**config.mk**
```make
export PLATFORM = sky130hd
export DESIGN_NAME = dual_8bit_timer_control
export DESIGN_NICKNAME = d
export VERILOG_FILES = /design/src/hw/timer_pkg.sv /design/src/hw/timer_tick_if.sv /design/src/hw/dual_8bit_timer_control.sv /design/src/hw/timer_prescaler.sv
export VERILOG_INCLUDE_DIRS = /design/src /design/src/hw
export SDC_FILE = /design/constraint.sdc
export NUM_CORES = 1
export LEC_CHECK = 0
export BUFFER_PORTS_ARGS = -buffer_cell sky130_fd_sc_hd__buf_4
export CAP_MARGIN = 25
export CORE_UTILIZATION = 63
export CTS_BUF_LIST = sky130_fd_sc_hd__clkbuf_2 sky130_fd_sc_hd__clkbuf_4 sky130_fd_sc_hd__clkbuf_8
export DETAILED_ROUTE_END_ITERATION = 10
export PLACE_DENSITY_LB_ADDON = 0.25
export REMOVE_ABC_BUFFERS = 1
export SYNTH_ARGS = -nofsm -noshare
export SYNTH_HDL_FRONTEND = slang
export SYNTH_SLANG_ARGS = --single-unit
```
**constraint.sdc**
```tcl
create_clock -name clk -period 3.4 [get_ports clk]
set_input_delay 0.68 -clock clk [delete_from_list [all_inputs] [get_ports clk]]
set_output_delay 0.68 -clock clk [all_outputs]
set_load 0.01 [all_outputs]
```
**src/hw/timer_regs.svh**
```systemverilog
// register offsets, field positions, reset values and divider figures
// assumes: included by bare name by every file that decodes registers
`ifndef TIMER_REGS_SVH
`define TIMER_REGS_SVH

// ----------------------------------------------------------------
// register offsets on the plain register port
// ----------------------------------------------------------------
`define OFS_LOWER_CTRL 8'h18
`define OFS_UPPER_CTRL 8'h19
`define OFS_LOWER_PERIOD 8'h1A
`define OFS_LOWER_PW 8'h1B
`define OFS_UPPER_PERIOD 8'h1C
`define OFS_UPPER_PW 8'h1D
`define OFS_OPTION 8'h1E
`define OFS_LOWER_COUNT 8'h20
`define OFS_UPPER_COUNT 8'h21

// ----------------------------------------------------------------
// control and option register fields and reset values
// ----------------------------------------------------------------
`define CTRL_PRESET_BIT 7
`define CTRL_CLK_HI 6
`define CTRL_CLK_LO 4
`define CTRL_RUN_BIT 3
`define CTRL_MODE_HI 2
`define CTRL_MODE_LO 0
`define OPT_DIV_BIT 0
`define OPT_SLOW_BIT 1
`define CTRL_RESET 8'h00
`define REG_RESET 8'h00

// ----------------------------------------------------------------
// prescaler: divider width and the tap exponents
// ----------------------------------------------------------------
`define DIV_WIDTH 11
`define DIV_EXP_A 11
`define DIV_EXP_B 7
`define DIV_EXP_C 5
`define DIV_EXP_D 3
`define LOW_DIV_EXP 3

`endif

```
**src/hw/timer_pkg.sv**
```systemverilog
// types shared by the timer control and its prescaler
// assumes: nothing beyond a SystemVerilog compiler
package timer_pkg;

   // lower unit operating modes, codes 1xx are reserved
   typedef enum logic [2:0] {
      LOW_TIMER = 3'h0,
      LOW_DIVIDER = 3'h1,
      LOW_PWM = 3'h2,
      LOW_CASCADE = 3'h3
   } lower_mode_t;

   // upper unit operating modes, code 3 is reserved
   typedef enum logic [2:0] {
      UP_TIMER = 3'h0,
      UP_DIVIDER = 3'h1,
      UP_PWM = 3'h2,
      UP_RESERVED = 3'h3,
      UP_TIMER16 = 3'h4,
      UP_WARMUP = 3'h5,
      UP_PWM16 = 3'h6,
      UP_PULSE16 = 3'h7
   } upper_mode_t;

   // clock select codes
   typedef enum logic [2:0] {
      CK_DIV11 = 3'h0,
      CK_DIV7 = 3'h1,
      CK_DIV5 = 3'h2,
      CK_DIV3 = 3'h3,
      CK_LOW = 3'h4,
      CK_HALF = 3'h5,
      CK_HIGH = 3'h6,
      CK_PIN = 3'h7
   } clk_sel_t;

endpackage

```
**src/hw/timer_tick_if.sv**
```systemverilog
// clock selections going to the prescaler and ticks coming back
// assumes: both ends share clk
`timescale 1ns/100ps
interface timer_tick_if;
   logic [2:0] lower_sel;
   logic [2:0] upper_sel;
   logic divider_source_option;
   logic slow_mode;
   logic warmup;
   logic lower_tick;
   logic upper_tick;
   modport control (output lower_sel, upper_sel, divider_source_option,
      slow_mode, warmup, input lower_tick, upper_tick);
   modport prescaler (input lower_sel, upper_sel, divider_source_option,
      slow_mode, warmup, output lower_tick, upper_tick);
endinterface

```
**src/hw/dual_8bit_timer_control.sv**
```systemverilog
// control and counting for a pair of cascadable 8-bit timers
// assumes: one clock, register port strobes one cycle long
`timescale 1ns/100ps
`include "timer_regs.svh"
module dual_8bit_timer_control (
   input wire logic clk,
   input wire logic rst,
   input wire logic [7:0] addr,
   input wire logic [7:0] wdata,
   input wire logic wr,
   input wire logic rd,
   input wire logic low_freq_clock,
   input wire logic lower_pin,
   input wire logic upper_pin,
   output logic [7:0] rdata,
   output logic lower_ff_out,
   output logic upper_ff_out
);
   timer_tick_if tk ();

   // ----------------------------------------------------------------
   // registers and counters
   // ----------------------------------------------------------------
   logic [7:0] lower_timer_control, next_lower_timer_control;
   logic [7:0] upper_timer_control, next_upper_timer_control;
   logic [7:0] lower_period_reg, next_lower_period_reg;
   logic [7:0] lower_pulse_width_reg, next_lower_pulse_width_reg;
   logic [7:0] upper_period_reg, next_upper_period_reg;
   logic [7:0] upper_pulse_width_reg, next_upper_pulse_width_reg;
   logic [1:0] option, next_option;
   logic [7:0] lower_count, next_lower_count;
   logic [7:0] upper_count, next_upper_count;
   logic lower_ff, next_lower_ff;
   logic upper_ff, next_upper_ff;
   logic [7:0] next_rdata;

   logic [2:0] lower_mode_select, upper_mode_select;
   logic lower_run_control, upper_run_control;
   logic cascade, lower_run, upper_run, lower_carry, upper_step;
   logic lower_match, upper_match;

   // read decode; used only by the read data register below
   function automatic logic [7:0] read_mux(input logic [7:0] a);
      logic [7:0] d;
      d = 8'h00;
      case (a)
         `OFS_LOWER_CTRL: d = lower_timer_control;
         `OFS_UPPER_CTRL: d = upper_timer_control;
         `OFS_LOWER_PERIOD: d = lower_period_reg;
         `OFS_LOWER_PW: d = lower_pulse_width_reg;
         `OFS_UPPER_PERIOD: d = upper_period_reg;
         `OFS_UPPER_PW: d = upper_pulse_width_reg;
         `OFS_OPTION: d = {6'h00, option};
         `OFS_LOWER_COUNT: d = lower_count;
         `OFS_UPPER_COUNT: d = upper_count;
         default: d = 8'h00; // unmapped reads as zero
      endcase
      return d;
   endfunction

   // ----------------------------------------------------------------
   // field decode and mode qualification
   // ----------------------------------------------------------------
   assign lower_mode_select =
      lower_timer_control[`CTRL_MODE_HI:`CTRL_MODE_LO];
   assign upper_mode_select =
      upper_timer_control[`CTRL_MODE_HI:`CTRL_MODE_LO];
   assign lower_run_control = lower_timer_control[`CTRL_RUN_BIT];
   assign upper_run_control = upper_timer_control[`CTRL_RUN_BIT];
   assign cascade = lower_mode_select ==
      timer_pkg::LOW_CASCADE;
   // reserved lower modes never count; cascade runs from upper run bit
   assign lower_run = cascade ? upper_run_control :
      (lower_run_control & !lower_mode_select[2]);
   assign upper_run = upper_run_control &
      (upper_mode_select != timer_pkg::UP_RESERVED);
   assign lower_match = lower_count == lower_period_reg;
   assign upper_match = upper_count == upper_period_reg;
   // lower carry feeds the upper counter in the 16-bit modes
   assign lower_carry = lower_run & tk.lower_tick &
      (cascade ? (lower_count == 8'hFF) : lower_match);
   assign upper_step = upper_mode_select[2] ? lower_carry :
      tk.upper_tick;

   // prescaler sees the lower select field in cascade too
   assign tk.lower_sel = lower_timer_control[`CTRL_CLK_HI:`CTRL_CLK_LO];
   assign tk.upper_sel = upper_timer_control[`CTRL_CLK_HI:`CTRL_CLK_LO];
   assign tk.divider_source_option = option[`OPT_DIV_BIT];
   assign tk.slow_mode = option[`OPT_SLOW_BIT];
   assign tk.warmup = cascade &&
      upper_mode_select == timer_pkg::UP_WARMUP;

   timer_prescaler u_prescaler (
      .clk(clk),
      .rst(rst),
      .low_freq_clock(low_freq_clock),
      .lower_pin(lower_pin),
      .upper_pin(upper_pin),
      .tk(tk)
   );

   // ----------------------------------------------------------------
   // register writes and read data
   // ----------------------------------------------------------------
   // no write is refused: keeping settings still while running is
   // left to software, which keeps the write path trivial
   always_comb begin
      next_lower_timer_control = lower_timer_control;
      next_upper_timer_control = upper_timer_control;
      next_lower_period_reg = lower_period_reg;
      next_lower_pulse_width_reg = lower_pulse_width_reg;
      next_upper_period_reg = upper_period_reg;
      next_upper_pulse_width_reg = upper_pulse_width_reg;
      next_option = option;
      next_rdata = rd ? read_mux(addr) : 8'h00; // data only after a read
      if (wr) begin
         case (addr)
            `OFS_LOWER_CTRL: next_lower_timer_control = wdata;
            `OFS_UPPER_CTRL: next_upper_timer_control = wdata;
            `OFS_LOWER_PERIOD: next_lower_period_reg = wdata;
            `OFS_LOWER_PW: next_lower_pulse_width_reg = wdata;
            `OFS_UPPER_PERIOD: next_upper_period_reg = wdata;
            `OFS_UPPER_PW: next_upper_pulse_width_reg = wdata;
            `OFS_OPTION: next_option = wdata[1:0];
            default: next_option = option;
         endcase
      end
   end
   always_ff @(posedge clk or posedge rst) begin
      if (rst) begin
         lower_timer_control <= `CTRL_RESET;
         upper_timer_control <= `CTRL_RESET;
         lower_period_reg <= `REG_RESET;
         lower_pulse_width_reg <= `REG_RESET;
         upper_period_reg <= `REG_RESET;
         upper_pulse_width_reg <= `REG_RESET;
         option <= 2'h0;
         rdata <= 8'h00;
      end else begin
         lower_timer_control <= next_lower_timer_control;
         upper_timer_control <= next_upper_timer_control;
         lower_period_reg <= next_lower_period_reg;
         lower_pulse_width_reg <= next_lower_pulse_width_reg;
         upper_period_reg <= next_upper_period_reg;
         upper_pulse_width_reg <= next_upper_pulse_width_reg;
         option <= next_option;
         rdata <= next_rdata;
      end
   end

   // ----------------------------------------------------------------
   // counters and timer flip-flops
   // ----------------------------------------------------------------
   always_comb begin
      next_lower_count = lower_count;
      next_upper_count = upper_count;
      next_lower_ff = lower_ff;
      next_upper_ff = upper_ff;
      // lower unit
      if (!lower_run) begin
         next_lower_count = 8'h00;
      end else if (tk.lower_tick) begin
         case (timer_pkg::lower_mode_t'(lower_mode_select))
            timer_pkg::LOW_TIMER, timer_pkg::LOW_DIVIDER: begin
               next_lower_count = lower_match ? 8'h00 :
                  lower_count + 8'h01;
               if (lower_match && lower_mode_select[0]) begin
                  next_lower_ff = !lower_ff;
               end
            end
            timer_pkg::LOW_PWM: begin
               next_lower_count = lower_count + 8'h01;
               if (lower_count == lower_pulse_width_reg ||
                  lower_count == 8'hFF) begin
                  next_lower_ff = !lower_ff;
               end
            end
            default: next_lower_count = lower_count + 8'h01;
         endcase
      end
      // upper unit, stepped by its own tick or the lower carry
      if (!upper_run) begin
         next_upper_count = 8'h00;
      end else if (upper_step) begin
         if (upper_mode_select[1:0] == 2'h2) begin
            next_upper_count = upper_count + 8'h01;
            if (upper_count == upper_pulse_width_reg ||
               upper_count == 8'hFF) begin
               next_upper_ff = !upper_ff;
            end
         end else begin
            next_upper_count = upper_match ? 8'h00 : upper_count + 8'h01;
            if (upper_match && upper_mode_select != timer_pkg::UP_TIMER) begin
               next_upper_ff = !upper_ff;
            end
         end
      end
      // a control write presets the flip-flop; cascade uses the upper
      if (wr && addr == `OFS_LOWER_CTRL && !cascade) begin
         next_lower_ff = wdata[`CTRL_PRESET_BIT];
      end
      if (wr && addr == `OFS_UPPER_CTRL) begin
         next_upper_ff = wdata[`CTRL_PRESET_BIT];
      end
   end
   always_ff @(posedge clk or posedge rst) begin
      if (rst) begin
         lower_count <= 8'h00;
         upper_count <= 8'h00;
         lower_ff <= 1'b0;
         upper_ff <= 1'b0;
         lower_ff_out <= 1'b0;
         upper_ff_out <= 1'b0;
      end else begin
         lower_count <= next_lower_count;
         upper_count <= next_upper_count;
         lower_ff <= next_lower_ff;
         upper_ff <= next_upper_ff;
         lower_ff_out <= next_lower_ff;
         upper_ff_out <= next_upper_ff;
      end
   end
endmodule // dual_8bit_timer_control

```
**src/hw/timer_prescaler.sv**
```systemverilog
// source clock divider and per-unit clock select
// assumes: low_freq_clock and pins are synchronous to clk
`timescale 1ns/100ps
`include "timer_regs.svh"
module timer_prescaler (
   input wire logic clk,
   input wire logic rst,
   input wire logic low_freq_clock,
   input wire logic lower_pin,
   input wire logic upper_pin,
   timer_tick_if.prescaler tk
);
   logic [`DIV_WIDTH-1:0] div, next_div;
   logic [`LOW_DIV_EXP-1:0] low_div, next_low_div;
   logic [1:0] pin_prev, next_pin_prev;
   logic [7:0] taps_fast;
   logic lower_pin_edge, upper_pin_edge, low_div_tick;

   // one tick enable per select code; the high clock itself is clk
   function automatic logic pick(input logic [2:0] sel, input logic pin_e,
      input logic dv, input logic slow, input logic warm);
      logic t;
      t = 1'b0;
      case (timer_pkg::clk_sel_t'(sel))
         timer_pkg::CK_DIV11: t = (dv | slow) ? low_div_tick : taps_fast[0];
         timer_pkg::CK_LOW: t = low_freq_clock;
         timer_pkg::CK_PIN: t = pin_e;
         timer_pkg::CK_HIGH: t = !slow | warm;
         default: t = !slow & taps_fast[sel];
      endcase
      return t;
   endfunction

   // ----------------------------------------------------------------
   // divider taps
   // ----------------------------------------------------------------
   assign low_div_tick = low_freq_clock & (&low_div);
   assign lower_pin_edge = lower_pin & !pin_prev[0];
   assign upper_pin_edge = upper_pin & !pin_prev[1];
   always_comb begin
      taps_fast = 8'h00;
      taps_fast[0] = &div[`DIV_EXP_A-1:0];
      taps_fast[1] = &div[`DIV_EXP_B-1:0];
      taps_fast[2] = &div[`DIV_EXP_C-1:0];
      taps_fast[3] = &div[`DIV_EXP_D-1:0];
      taps_fast[5] = div[0];
   end

   // free running counters and pin edge history
   always_comb begin
      next_div = div + 1'b1;
      next_low_div = low_freq_clock ? low_div + 1'b1 : low_div;
      next_pin_prev = {upper_pin, lower_pin};
   end
   always_ff @(posedge clk or posedge rst) begin
      if (rst) begin
         div <= '0;
         low_div <= '0;
         pin_prev <= 2'h0;
      end else begin
         div <= next_div;
         low_div <= next_low_div;
         pin_prev <= next_pin_prev;
      end
   end

   assign tk.lower_tick = pick(tk.lower_sel, lower_pin_edge,
      tk.divider_source_option, tk.slow_mode, tk.warmup);
   assign tk.upper_tick = pick(tk.upper_sel, upper_pin_edge,
      tk.divider_source_option, tk.slow_mode, 1'b0);
endmodule // timer_prescaler

```
==> summary.md <==
| Metric | Value |
|---|---|
| Cell Chain, Critical Path | ha_1, and3_1, ha_1, nor4bb_1, a311oi_1, a221oi_1, o21ai_0, a21o_1, o22ai_1, a21o_1 |
| Max Cap Viol | 0 |
| Post-CTS setup repair buffer count | 0 |
| Cell Int Power | 1.64 mW |
| Clock-pin slew on the worst setup and hold paths | 0.08 ns |
| CP arrival | 2.97 ns |
| Biggest register | u_prescaler.div |
| Sequential-to-total area share from yosys stat | 0.446 |
| Final min period | 2.72 ns |
| Antenna-violating nets left | 0 |
| Die Width | 92.5 um |
| Crit path kind | flip-flop to flip-flop |
| Avg Synthesized Cell Area | 10.7 sq um |
| GP Congestion | 0.943 |
| Synth Area in Adders | 0.0170 |
| Final hold violations | 0 |
| Inserted Clock Buffers | 9 |
| First-pass GRT wire length | 20.2 mm |
| Max clock buf depth | 2 |
| Final wirelength | 12.5 mm |
| Worst Skew | 0.0106 ns |
| NetSw | 0.596 mW |
| Total gr overflow | 0 |
| Ys flop type | dfrtp_1 |
| Final Worst Setup Slack | 0.681 ns |
| Outcome | complete, no violations |
| Synth area leaders | dfrtp_1 (45%), mux2_2 (11%), xor2_1 (3.9%) |
| Crit Path Max Fanout | 6 |
| Post-synthesis mux area share | 0.132 |
| Crit-path slowest cell | dfrtp_1 |
| Worst setup SP type | flip-flop |
| Die Y | 92.5 um |
| Sequential power share | 0.540 |
| Starting density of the core | 0.660 |
| First-pass iteration count of the detailed router | 5 |
| Initial antenna violation count | 0 |
| Compound-gate portion of the synthesized area | 0.136 |
| Reg2reg end | upper_count[2] |
| Post-synth ARST share | 1.00 |
| Final net count | 536 |
| Crit path required time | 3.66 ns |
| Fin crit share | 0.800 |
| Mapped Area | 0.00516 sq mm |
| Largest net degree at the start of global routing | 93 |
| Bufs and invs on worst path | 0 |
| Largest family of logic cells by synthesized area | simple AND/OR/NAND/NOR gates |
| Worst slew margin | 0.368 |
| Number of synthesized flops with an enable pin | 0 |
| Share of layout cells above drive strength 1 | 0.243 |
| CTS tree | built |
| Crit path largest cell delay | 0.44 ns |
| P per Cell Area | 399 mW/mm^2 |
| CTS Hold Buffers Added | 0 |
| Worst setup EP type | flip-flop |
| Yosys top cell area share | 0.446 |
| Peak supply drop | 205 uV |
| Leakage power | 2.57 nW |
| Number of flip-flops in the largest register | 11 |
| H-tree Lvls | 3 |
| Number of global-route vias before repair | 3904 |
| Net Sw Frac | 0.267 |
| # rows | 32 |
| Clock sink count | 92 |
| Vias per cell | 6.63 |
| Top Ports | 33 |
| Post-synthesis sequential element count | 92 |
| R2R setup slack | 0.68 ns |
| # DRC | 0 |
| Vias | 4059 |
| Netlist cell types | 72 |
| Core Area | 0.00781 sq mm |
| Mean routed wirelength per cell | 20.4 um |
| Die ar. | 0.00855 sq mm |
| Max Slew Vio Count | 0 |
| Clk Latency, worst-skew pair | 0.36 ns |
| Worst reg2reg path startpoint | u_prescaler.div[0] |
| Reg2Reg Depth | 10 |
| Worst path top cell family by delay | compound AO/OA/AOI/OAI gates |
| Xor/xnor share of the synthesized area | 0.0747 |
| Worst setup startpoint | u_prescaler.div[0] |
| RSZ-0062 raised after global routing | false |
| Total GRT Usage | 0.314 |
| Final setup viols | 0 |
| Worst min path class | input port to async pin |
| Logic pwr share | 0.132 |
| Power share of the clock group | 0.328 |
| Root buf cell | clkbuf_8 |
| Sum of negative setup slack | 0 ns |
| Cells after Synth | 482 |
| Fmax | 368 MHz |
| I/O Buffers | 32 |
| Leading area contributor after synthesis | dfrtp_1 |
| DP HPWL | 8.73 mm |
| CTS resizes | 0 |
| Worst Tran Pin Value | 0.940 ns |
| Simple-gate area share of the yosys netlist | 0.160 |
| Setup slack at placement | 0.678 ns |
| Number of diodes | 0 |
| Layout area overhead | 8.69% |
| Synth warn | 0 |
| DR iter-0 viols | 277 |
==> placed cells by master (no fill, tap or decap), types with 3 or more instances in the layout <==
cell type	count
nor2_2	3
xnor2_1	21
nor3_1	9
mux2i_1	6
nand2_1	39
o21a_1	3
xor2_1	23
nand3_1	15
nor4_1	5
nand2b_1	6
o22ai_1	3
a21oi_1	17
or3_1	3
a31oi_1	8
a222oi_1	3
nor2b_1	10
mux2_2	51
a22o_1	4
nand4_1	10
o21ai_0	21
and3_1	6
ha_1	7
buf_4	33
a22oi_1	7
inv_1	8
clkbuf_8	9
a32oi_1	3
dfrtp_1	92
o21ai_1	11
nor2_1	19
==> metrics by stage <==
step,power (mW),instances,cell area (sq um),utilization,hold WS (ns)
2_1_floorplan,1.40,461,5020,-,0.433
3_3_place_gp,1.50,597,5410,0.693,0.456
3_5_place_dp,1.52,597,5410,0.693,0.465
4_1_cts,2.24,612,5600,0.718,0.419
5_1_grt,2.32,612,5600,0.718,0.419
6_report,2.23,612,5600,0.718,0.405
==> final cells by class <==
class | instances | area [sq um]
Inverter | 9 | 35.0
Multi-Input combinational cell | 360 | 2680
Sequential cell | 92 | 2300
Tap cell | 102 | 128
Fill cell | 574 | 2200
Clock buffer | 11 | 139
Clock inverter | 4 | 51.3
Timing Repair Buffer | 34 | 268
==> power by group through the flow <==
stage	clock network (mW)	registers (mW)	logic [mW]
4_1_cts	0.739	1.20	0.296
2_1_floorplan	0	1.21	0.186
3_5_place_dp	0	1.23	0.294
5_1_grt	0.779	1.21	0.326
3_3_place_gp	0	1.22	0.278
6_report	0.733	1.21	0.295
==> Yosys cell counts, drive strengths merged, types with 4 or more instances <==
master,number
o21ai,33
nand3,16
buf,14
a22o,4
a22oi,7
nor2,22
nand2b,6
nor3,12
and3,7
nor2b,10
mux2i,6
nand2,40
xor2,23
inv,9
dfrtp,92
a21oi,17
clkbuf,7
mux2,51
nor4,5
nand4,10
a31oi,8
ha,7
xnor2,21
==> worst register-to-register path, stage by stage, from the launching register on <==
cell,delay (ns)
dfrtp_1,0.44
ha_1,0.29
and3_1,0.21
ha_1,0.19
nor4bb_1,0.14
a311oi_1,0.25
a221oi_1,0.09
o21ai_0,0.43
a21o_1,0.27
o22ai_1,0.11
a21o_1,0.19
==> routing by layer <==
metal / routed length [um] / up-vias / share of wire / GRT usage
met5: 0 / - / 0 / 0
met4: 419 / 0 / 0.034 / 0.122
met3: 1020 / 38 / 0.082 / 0.0558
met2: 5900 / 215 / 0.47 / 0.498
met1: 5130 / 1992 / 0.41 / 0.431
li1: - / 1814 / - / -
==> how the worst max path moves through the flow <==
stage / to / slack [ns] / cells past startpoint
after floorplan: lower_count[0] / 0.33 / 1
after global placement: lower_period_reg[2] / 0.76 / 7
after detailed placement: lower_period_reg[4] / 0.68 / 7
after CTS: upper_count[2] / 0.72 / 10
after global routing: upper_count[2] / 0.55 / 10
final: upper_count[2] / 0.68 / 10
==> kinds of logic after synthesis <==
family | Yosys count
adders and majority gates | 7
xor gates and xnor gates | 44
DFF | 92
and+or+nand+nor | 148
AOI/OAI and AO/OA | 102
buffers and inverters | 30
muxes | 59
Power figures use the tool's default switching activity.
